**src/rtl/gen_timer_pkg.sv**
```systemverilog
package gen_timer_pkg;
  localparam logic [2:0]  CFG_32_TIMER   = 3'h0;
  localparam logic [2:0]  CFG_32_RTC     = 3'h1;
  localparam logic [2:0]  CFG_16_SPLIT   = 3'h4;
  localparam logic [1:0]  MODE_ONE_SHOT  = 2'h1;
  localparam logic [1:0]  MODE_PERIODIC  = 2'h2;
  localparam logic [1:0]  MODE_CAPTURE   = 2'h3;
  localparam logic [1:0]  EVT_RISING     = 2'h0;
  localparam logic [1:0]  EVT_FALLING    = 2'h1;
  localparam logic [1:0]  EVT_BOTH       = 2'h3;
  localparam logic [15:0] LOAD_RESET     = 16'hffff;
  localparam logic [7:0]  PRESCALE_RESET = 8'h00;
  localparam logic [31:0] RTC_FIRST_LOAD = 32'h0000_0001;
  localparam logic [31:0] RTC_ROLL_VALUE = 32'h0000_0000;
  localparam int          RTC_CLK_HZ     = 32768;
  localparam int          RTC_TICK_HZ    = 1;
  localparam logic [14:0] RTC_DIV_LAST   = 15'(RTC_CLK_HZ / RTC_TICK_HZ - 1);

  typedef struct packed {
    logic [1:0] mode_field;
    logic       capture_mode_bit;
    logic       alternate_mode_select;
  } timer_mode_s;

  typedef struct packed {
    logic       enable;
    logic       stall_enable;
    logic [1:0] edge_event_select;
    logic       adc_trigger_enable;
    logic       pwm_output_invert;
  } timer_ctl_s;

  // Per-timer interrupt bits: time-out, capture match, capture event
  typedef struct packed {
    logic timeout;
    logic cap_match;
    logic cap_event;
  } timer_irq_s;
endpackage

```
**src/rtl/general_timer_module.sv**
```systemverilog
`timescale 1ns/10ps
module general_timer_module
  import gen_timer_pkg::*;
(
  // Clock and reset
  input  wire logic                     ref_clk,
  input  wire logic                     rst,
  // Configuration and control
  input  wire logic [2:0]               timer_configuration_reg,
  input  wire gen_timer_pkg::timer_mode_s timer_a_mode_reg,
  input  wire gen_timer_pkg::timer_mode_s timer_b_mode_reg,
  input  wire gen_timer_pkg::timer_ctl_s  timer_a_ctl,
  input  wire gen_timer_pkg::timer_ctl_s  timer_b_ctl,
  input  wire logic                     rtc_enable_bit,
  input  wire logic                     set_enable_a,
  input  wire logic                     set_enable_b,
  input  wire logic                     clear_enable_a,
  input  wire logic                     clear_enable_b,
  // Load values, one-cycle write strobes
  input  wire logic [15:0]              load_a_data,
  input  wire logic [15:0]              load_b_data,
  input  wire logic                     load_a_wr,
  input  wire logic                     load_b_wr,
  input  wire logic [7:0]               prescale_a_data,
  input  wire logic [7:0]               prescale_b_data,
  input  wire logic                     prescale_a_wr,
  input  wire logic                     prescale_b_wr,
  input  wire logic [15:0]              timer_a_match_value,
  input  wire logic [15:0]              timer_b_match_value,
  // Interrupt mask and clear
  input  wire gen_timer_pkg::timer_irq_s  interrupt_mask_a,
  input  wire gen_timer_pkg::timer_irq_s  interrupt_mask_b,
  input  wire logic                     rtc_interrupt_mask,
  input  wire gen_timer_pkg::timer_irq_s  interrupt_clear_a,
  input  wire gen_timer_pkg::timer_irq_s  interrupt_clear_b,
  input  wire logic                     rtc_flag_clear,
  // Debug halt and pins
  input  wire logic                     debug_halt,
  input  wire logic                     capture_compare_pin_a,
  input  wire logic                     capture_compare_pin_b,
  // Status and outputs
  output logic                          timer_a_enable,
  output logic                          timer_b_enable,
  output logic [15:0]                   timer_a_count_capture,
  output logic [15:0]                   timer_b_count_capture,
  output logic [31:0]                   rtc_count,
  output gen_timer_pkg::timer_irq_s     raw_interrupt_flags_a,
  output gen_timer_pkg::timer_irq_s     raw_interrupt_flags_b,
  output gen_timer_pkg::timer_irq_s     masked_interrupt_flags_a,
  output gen_timer_pkg::timer_irq_s     masked_interrupt_flags_b,
  output logic                          rtc_raw_flag,
  output logic                          rtc_masked_flag,
  output logic                          controller_interrupt,
  output logic                          adc_trigger,
  output logic                          pwm_out_a,
  output logic                          pwm_out_b
);
  import gen_timer_pkg::*;

  function automatic logic is_pwm(input timer_mode_s m);
    is_pwm = m.alternate_mode_select && !m.capture_mode_bit
             && (m.mode_field == MODE_PERIODIC);
  endfunction

  function automatic logic edge_hit(input logic [1:0] sel, input logic rise,
                                    input logic fall, input logic both_ok);
    unique case (sel)
      EVT_RISING:  edge_hit = rise;
      EVT_FALLING: edge_hit = fall;
      EVT_BOTH:    edge_hit = both_ok && (rise || fall);
      default:     edge_hit = 1'b0;
    endcase
  endfunction

  // Pin synchronisers: stage one is read only by stage two
  logic [1:0] pin_s1_r, pin_s2_r, pin_s3_r;
  always_ff @(posedge ref_clk) begin
    if (rst) begin
      pin_s1_r <= 2'h0;
      pin_s2_r <= 2'h0;
      pin_s3_r <= 2'h0;
    end else begin
      pin_s1_r <= {capture_compare_pin_b, capture_compare_pin_a};
      pin_s2_r <= pin_s1_r;
      pin_s3_r <= pin_s2_r;
    end
  end
  wire logic [1:0] rise = pin_s2_r & ~pin_s3_r;
  wire logic [1:0] fall = ~pin_s2_r & pin_s3_r;

  wire logic split = (timer_configuration_reg == CFG_16_SPLIT);
  wire logic rtc_mode = (timer_configuration_reg == CFG_32_RTC);
  wire logic t32_mode = (timer_configuration_reg == CFG_32_TIMER);

  // Per-timer state, index 0 is timer A, 1 is timer B
  logic [15:0] cnt_r [2], cnt_nxt [2];
  logic [15:0] load_r [2], load_nxt [2];
  logic [7:0]  pre_r [2], pre_nxt [2];
  logic [7:0]  pcnt_r [2], pcnt_nxt [2];
  logic [15:0] cap_r [2], cap_nxt [2];
  logic [1:0]  en_r, en_nxt;
  timer_irq_s  raw_r [2], raw_nxt [2];
  logic [1:0]  pwm_r, pwm_nxt, trig_r, trig_nxt;
  logic [1:0]  zero_hit;

  // 32-bit joined view and RTC state
  logic [31:0] rtc_cnt_r, rtc_cnt_nxt;
  logic [14:0] rtc_div_r, rtc_div_nxt;
  logic        rtc_seen_r, rtc_seen_nxt, rtc_raw_r, rtc_raw_nxt;

  timer_mode_s mode_v [2];
  timer_ctl_s  ctl_v [2];
  timer_irq_s  mask_v [2], clr_v [2];
  logic [1:0]  set_en, clr_en, load_wr, pre_wr, pin_rise, pin_fall;
  logic [15:0] load_d [2], match_v [2];
  logic [7:0]  pre_d [2];
  assign mode_v  = '{timer_a_mode_reg, timer_b_mode_reg};
  assign ctl_v   = '{timer_a_ctl, timer_b_ctl};
  assign mask_v  = '{interrupt_mask_a, interrupt_mask_b};
  assign clr_v   = '{interrupt_clear_a, interrupt_clear_b};
  assign load_d  = '{load_a_data, load_b_data};
  assign match_v = '{timer_a_match_value, timer_b_match_value};
  assign pre_d   = '{prescale_a_data, prescale_b_data};
  assign set_en  = {set_enable_b, set_enable_a};
  assign clr_en  = {clear_enable_b, clear_enable_a};
  assign load_wr = {load_b_wr, load_a_wr};
  assign pre_wr  = {prescale_b_wr, prescale_a_wr};

  // Halt freezes the RTC only when either timer's stall is enabled and rtc_enable_bit is off
  wire logic any_stall = timer_a_ctl.stall_enable || timer_b_ctl.stall_enable;
  wire logic rtc_halted = debug_halt && any_stall && !rtc_enable_bit;

  // 32-bit joined down counter, used only in configuration 0
  wire logic [31:0] c32 = {cnt_r[1], cnt_r[0]};
  wire logic [31:0] l32 = {load_r[1], load_r[0]};
  wire logic        run32 = t32_mode && en_r[0] && !(debug_halt && timer_a_ctl.stall_enable);
  wire logic [31:0] c32_nxt = (c32 == 32'h0) ? l32 : c32 - 32'h1;

  always_comb begin
    for (int i = 0; i < 2; i++) begin
      logic run, is_cap, is_cnt_edge, ev, presc_ok;
      run = 1'b0;
      is_cap = 1'b0;
      is_cnt_edge = 1'b0;
      ev = 1'b0;
      presc_ok = 1'b0;
      cnt_nxt[i]  = cnt_r[i];
      load_nxt[i] = load_wr[i] ? load_d[i] : load_r[i];
      pre_nxt[i]  = pre_wr[i] ? pre_d[i] : pre_r[i];
      pcnt_nxt[i] = pcnt_r[i];
      cap_nxt[i]  = cap_r[i];
      en_nxt[i]   = (en_r[i] || set_en[i]) && !clr_en[i];
      raw_nxt[i]  = raw_r[i] & ~clr_v[i];
      pwm_nxt[i]  = pwm_r[i];
      trig_nxt[i] = 1'b0;
      zero_hit[i] = 1'b0;
      run = split && en_r[i] && !(debug_halt && ctl_v[i].stall_enable);
      is_cap = (mode_v[i].mode_field == MODE_CAPTURE) && !mode_v[i].alternate_mode_select;
      // Stopped timers take the load too, so enable starts from it
      if (load_wr[i] && split && (run || !en_r[i])) begin
        cnt_nxt[i] = load_d[i];
        pcnt_nxt[i] = pre_r[i];
      end else if (run && is_pwm(mode_v[i])) begin
        cnt_nxt[i] = (cnt_r[i] == 16'h0) ? load_r[i] : cnt_r[i] - 16'h1;
        if (cnt_r[i] == load_r[i]) pwm_nxt[i] = 1'b1;
        else if (cnt_r[i] == match_v[i]) pwm_nxt[i] = 1'b0;
      end else if (run && is_cap && !mode_v[i].capture_mode_bit) begin
        is_cnt_edge = edge_hit(ctl_v[i].edge_event_select, rise[i], fall[i], 1'b1);
        if (is_cnt_edge) begin
          if (cnt_r[i] - 16'h1 == match_v[i]) begin
            cnt_nxt[i] = load_r[i];
            en_nxt[i] = 1'b0;
            raw_nxt[i].cap_match = 1'b1;
          end else begin
            cnt_nxt[i] = cnt_r[i] - 16'h1;
          end
        end
      end else if (run && is_cap) begin
        cnt_nxt[i] = (cnt_r[i] == 16'h0) ? load_r[i] : cnt_r[i] - 16'h1;
        ev = edge_hit(ctl_v[i].edge_event_select, rise[i], fall[i], 1'b0);
        if (ev) begin
          cap_nxt[i] = cnt_r[i];
          raw_nxt[i].cap_event = 1'b1;
        end
      end else if (run) begin
        presc_ok = (pcnt_r[i] == 8'h0);
        pcnt_nxt[i] = presc_ok ? pre_r[i] : pcnt_r[i] - 8'h1;
        if (presc_ok) begin
          if (cnt_r[i] == 16'h0) begin
            zero_hit[i] = 1'b1;
            cnt_nxt[i] = load_r[i];
            pcnt_nxt[i] = pre_r[i];
            if (mode_v[i].mode_field == MODE_ONE_SHOT) en_nxt[i] = 1'b0;
          end else begin
            cnt_nxt[i] = cnt_r[i] - 16'h1;
          end
        end
      end
      if (zero_hit[i]) begin
        raw_nxt[i].timeout = 1'b1;
        trig_nxt[i] = mask_v[i].timeout && ctl_v[i].adc_trigger_enable;
      end
      // Only edge time holds a captured value; edge count shows its count
      if (!(is_cap && mode_v[i].capture_mode_bit)) cap_nxt[i] = cnt_nxt[i];
    end
    // Joined 32-bit mode overrides the halves; load strobe a writes both
    if (t32_mode && load_wr[0]) load_nxt[1] = load_d[1];
    if (t32_mode && load_wr[0] && (run32 || !en_r[0])) begin
      {cnt_nxt[1], cnt_nxt[0]} = {load_d[1], load_d[0]};
    end else if (run32) begin
      {cnt_nxt[1], cnt_nxt[0]} = c32_nxt;
      if (c32 == 32'h0) begin
        raw_nxt[0].timeout = 1'b1;
        trig_nxt[0] = mask_v[0].timeout && timer_a_ctl.adc_trigger_enable;
        if (mode_v[0].mode_field == MODE_ONE_SHOT) en_nxt[0] = 1'b0;
      end
    end
    if (t32_mode) begin
      cap_nxt[0] = cnt_nxt[0];
      cap_nxt[1] = cnt_nxt[1];
    end
  end

  // RTC: 1 Hz tick from 32.768 kHz pin, counter counts up, rolls on match
  always_comb begin
    rtc_cnt_nxt  = rtc_cnt_r;
    rtc_div_nxt  = rtc_div_r;
    rtc_seen_nxt = rtc_seen_r;
    rtc_raw_nxt  = rtc_raw_r && !rtc_flag_clear;
    if (rtc_mode && !rtc_seen_r) begin
      rtc_cnt_nxt  = RTC_FIRST_LOAD;
      rtc_seen_nxt = 1'b1;
      rtc_div_nxt  = 15'h0;
    end else if (rtc_mode && en_r[0] && !rtc_halted && rise[0]) begin
      rtc_div_nxt = (rtc_div_r == RTC_DIV_LAST) ? 15'h0 : rtc_div_r + 15'h1;
      if (rtc_div_r == RTC_DIV_LAST) begin
        if (rtc_cnt_r == {timer_b_match_value, timer_a_match_value}) begin
          rtc_cnt_nxt = RTC_ROLL_VALUE;
          rtc_raw_nxt = 1'b1;
        end else begin
          rtc_cnt_nxt = rtc_cnt_r + 32'h1;
        end
      end
    end
  end

  always_ff @(posedge ref_clk) begin
    if (rst) begin
      for (int i = 0; i < 2; i++) begin
        cnt_r[i]  <= LOAD_RESET;
        load_r[i] <= LOAD_RESET;
        pre_r[i]  <= PRESCALE_RESET;
        pcnt_r[i] <= PRESCALE_RESET;
        cap_r[i]  <= LOAD_RESET;
        raw_r[i]  <= '0;
      end
      en_r       <= 2'h0;
      pwm_r      <= 2'h0;
      trig_r     <= 2'h0;
      rtc_cnt_r  <= 32'h0;
      rtc_div_r  <= 15'h0;
      rtc_seen_r <= 1'b0;
      rtc_raw_r  <= 1'b0;
    end else begin
      cnt_r      <= cnt_nxt;
      load_r     <= load_nxt;
      pre_r      <= pre_nxt;
      pcnt_r     <= pcnt_nxt;
      cap_r      <= cap_nxt;
      raw_r      <= raw_nxt;
      en_r       <= en_nxt;
      pwm_r      <= pwm_nxt;
      trig_r     <= trig_nxt;
      rtc_cnt_r  <= rtc_cnt_nxt;
      rtc_div_r  <= rtc_div_nxt;
      rtc_seen_r <= rtc_seen_nxt;
      rtc_raw_r  <= rtc_raw_nxt;
    end
  end

  // Outputs; masked flags are combinational views of raw and mask
  assign timer_a_enable           = en_r[0];
  assign timer_b_enable           = en_r[1];
  assign timer_a_count_capture    = cap_r[0];
  assign timer_b_count_capture    = cap_r[1];
  assign rtc_count                = rtc_cnt_r;
  assign raw_interrupt_flags_a    = raw_r[0];
  assign raw_interrupt_flags_b    = raw_r[1];
  assign masked_interrupt_flags_a = raw_r[0] & mask_v[0];
  assign masked_interrupt_flags_b = raw_r[1] & mask_v[1];
  assign rtc_raw_flag             = rtc_raw_r;
  assign rtc_masked_flag          = rtc_raw_r && rtc_interrupt_mask;
  assign controller_interrupt     = rtc_masked_flag || (|masked_interrupt_flags_a)
                                    || (|masked_interrupt_flags_b);
  assign adc_trigger              = |trig_r;
  // PWM level invert applied at the pin, register holds true level
  assign pwm_out_a = split && is_pwm(mode_v[0]) && (pwm_r[0] ^ timer_a_ctl.pwm_output_invert);
  assign pwm_out_b = split && is_pwm(mode_v[1]) && (pwm_r[1] ^ timer_b_ctl.pwm_output_invert);
endmodule

```
**config.mk**
```make
export PLATFORM = sky130hd
export DESIGN_NAME = general_timer_module
export DESIGN_NICKNAME = d
export VERILOG_FILES = /design/src/rtl/gen_timer_pkg.sv /design/src/rtl/general_timer_module.sv
export SDC_FILE = /design/constraint.sdc
export NUM_CORES = 1
export LEC_CHECK = 0
export ABC_AREA = 1
export ABC_CLOCK_PERIOD_IN_PS = 7400
export CAP_MARGIN = 10
export CORE_MARGIN = 2
export CORE_UTILIZATION = 40
export CTS_BUF_LIST = sky130_fd_sc_hd__clkbuf_4
export DETAILED_ROUTE_END_ITERATION = 10
export DONT_BUFFER_PORTS = 1
export GPL_ROUTABILITY_DRIVEN = 0
export HOLD_SLACK_MARGIN = 0.02
export PLACE_DENSITY = 0.65
export RECOVER_POWER = 100
export SYNTH_ARGS = -nofsm -noshare
export SYNTH_HDL_FRONTEND = slang
export SYNTH_SLANG_ARGS = --single-unit
export TNS_END_PERCENT = 100
```
**constraint.sdc**
```tcl
create_clock -name ref_clk -period 7.4 [get_ports ref_clk]
set_input_delay 1.11 -clock ref_clk [delete_from_list [all_inputs] [get_ports ref_clk]]
set_output_delay 1.11 -clock ref_clk [all_outputs]
set_load 0.05 [all_outputs]
```
==> run metrics <==
syn nets=2665; Worst Skew=0.0486 ns; post-synthesis sequential area ratio=0.257; ratio of cells with drive above 1 in the final layout=0.0528; Rows=71; clock slew at reported path FFs=0.17 ns; Crit. End Element=flip-flop; CP Data Arrival Time=6.11 ns; dominant cell type by area after synthesis=dfxtp_1; largest net degree at the start of global routing=84; DRT iter0 DRCs=1496; Synth area leaders=dfxtp_1 (26%), nand2_1 (18%), a21oi_1 (7.5%); Clock Latency Late Sink=0.76 ns; failing checks=capacitance limit, slew limit; CTS Buf Count=17; Mapped Cells=2521; setup TNS=0 ns; synthesized area=0.0152 mm^2; Via density=5.62; final critical-path required period=5.45 ns; most frequent cells in the layout=nand2_1 (727), inv_1 (289), a21oi_1 (226), nor2_1 (198), dfxtp_1 (195); grt ovf=0; Layout Cells excl Fill=2961; CP Max Fanout=17; vias in the first global route=15500; post-synthesis cell type count=56; postcts setup bufs=0; Area Growth Syn to Fin=2.68%; clock sinks=195; Chip Width=199 um; Yosys reg bits=195; period utilization=0.737; Max IR drop VDD=0.117 mV; Nets=2578; post_cts resized=0; clk buf depth=2; CTS tree=built; Ys Warns=0; DR vias=16600; die footprint=0.0396 mm^2; HPWL Detailed=41.4 mm; R2R setup slack=1.95 ns; placed insts=2926; die extent in y=199 um; final setup fails=0; most common cell after layout, fill and taps aside=nand2_1; status=finished with violations; Leakage=0.00712 uW; Top-Level Pins=215; Avg WL per Cell=19.1 um; global-route wire length before repair=86.5 mm; area fraction of the dominant cell type after synthesis=0.257; Antenna Nets Post-Route=0; gr usage total=0.285; Critical Path RT=8.05 ns; Starting Density=0.405; I/O Buffers=0; Final Hold Fails=0; actual slew at the worst max-slew pin=3.62 ns; power per cell area=149 mW/mm^2; fillers=4055; drc violations=0; H-tree depth=4; worst rel slew slack=-1.41; Critical Path Source Type=flip-flop; CP Class=flip-flop to flip-flop; Slew Limit Fails=130; Core Area=0.0376 mm^2; hold buffers post-CTS=0; Post-Route WL=56.7 mm; Pre-Repair DR Iteration Count=6; root buf cell=clkbuf_4; Power Total=2320 uW; Hold Path Class=flip-flop to flip-flop; max-cap violations=5; RSZ-0062 raised after global routing=no; initial antenna violation count=3; Max Fclk=183 MHz; Synth Area per Inst=6.03 um^2
[final timing paths]
check	from	to	cells past startpoint
min reg2reg	pin_s1_r[0]	pin_s2_r[0]	2
min	pin_s1_r[0]	pin_s2_r[0]	2
max reg2reg	c32[16]	timer_b_count_capture[8]	15
max	c32[16]	timer_b_count_capture[8]	15
[worst max-delay path, cell delays in order (launching register included)]
cell and delay (ns):
dfxtp_1 0.45, inv_1 0.45, ha_1 0.36, nand2_1 0.12
nor2_1 0.30, nand3_1 0.49, nor2_1 1.35, inv_1 0.91
o21ai_0 0.37, a21oi_1 0.07, nor2_1 0.11, nand2_1 0.07
nand2_1 0.07, nand2_1 0.05, nand2_1 0.13, nand2_1 0.06
[power by group]
part           total (uW)  switching (uW)  internal [uW]  leakage, uW
registers            1210             117           1100      0.00160
logic                 436             280            156      0.00536
clock network         671             432            238     0.000160
[metal layers]
layer  global-route usage  share of wire  wire [um]  vias up
met4                0.172          0.056       3170        0
met2                0.472           0.47      26600      853
met3               0.0570          0.084       4760      195
li1                     -              -          -     7986
met1                0.342           0.39      22200     7605
met5                    0              0          0        -
[cells by family after synthesis]
| logic type | Yosys count | share of synthesized area |
|---|---|---|
| AO/OA/AOI/OAI | 511 | 0.183 |
| XOR/XNOR | 118 | 0.0680 |
| adder cells (fa/ha/maj) | 13 | 0.0107 |
| buffers and inverters | 436 | 0.115 |
| flip-flops | 195 | 0.257 |
| AND/OR/NAND/NOR | 1248 | 0.367 |
[per-stage QoR]
step | hold slack, ns | util | area [um^2] | setup WS (ns)
after global routing | 0.324 | 0.415 | 15600 | 1.88
after global placement | 0.392 | 0.410 | 15400 | 3.12
after detailed placement | 0.396 | 0.410 | 15400 | 3.10
after floorplan | 0.388 | - | 15200 | 3.80
after CTS | 0.307 | 0.418 | 15700 | 3.45
final | 0.415 | 0.415 | 15600 | 1.95
[registers in the layout (all words and copies together), names as in the netlist, 3 cells and up]
name / flops
pre_r: 16
rtc_count: 32
raw_interrupt_flags_a: 3
l32: 32
timer_b_count_capture: 16
rtc_div_r: 15
pcnt_r: 16
raw_interrupt_flags_b: 3
c32: 32
timer_a_count_capture: 16
[cells in the mapped netlist, drive strengths merged]
cell and number:
dfxtp 195, a31oi 11, o311ai 2, clkbuf 72, nor3b 7, a21oi 227
o2111ai 1, xnor2 45, o21ai 196, buf 50, nand2 735, nand4 38
nor2 231, o211ai 21, and3 1, a2111oi 1, o32ai 6, or3 1
o221a 1, nand3b 12, clkinv 6, nor4 21, or4 2, nor3 43
a211oi 5, or2 20, o22ai 20, nor4b 2, nand3 135, inv 308
a221oi 4, o21bai 3, a32oi 9, a21boi 1, xor2 73, ha 13
o21a 3
[area by class of cell]
class / count / area, um^2 / share of cell area
inverters: 314 / 1180 / 0.0755
repair buffers: 16 / 105 / 0.00673
clock inverters: 13 / 174 / 0.0111
well taps: 511 / 639 / 0.0410
diodes: 5 / 12.5 / 0.000801
flip-flops and latches: 195 / 3900 / 0.250
multi-input cells: 1890 / 9470 / 0.607
clock buffers: 17 / 128 / 0.00817
Power figures use the tool's default switching activity.
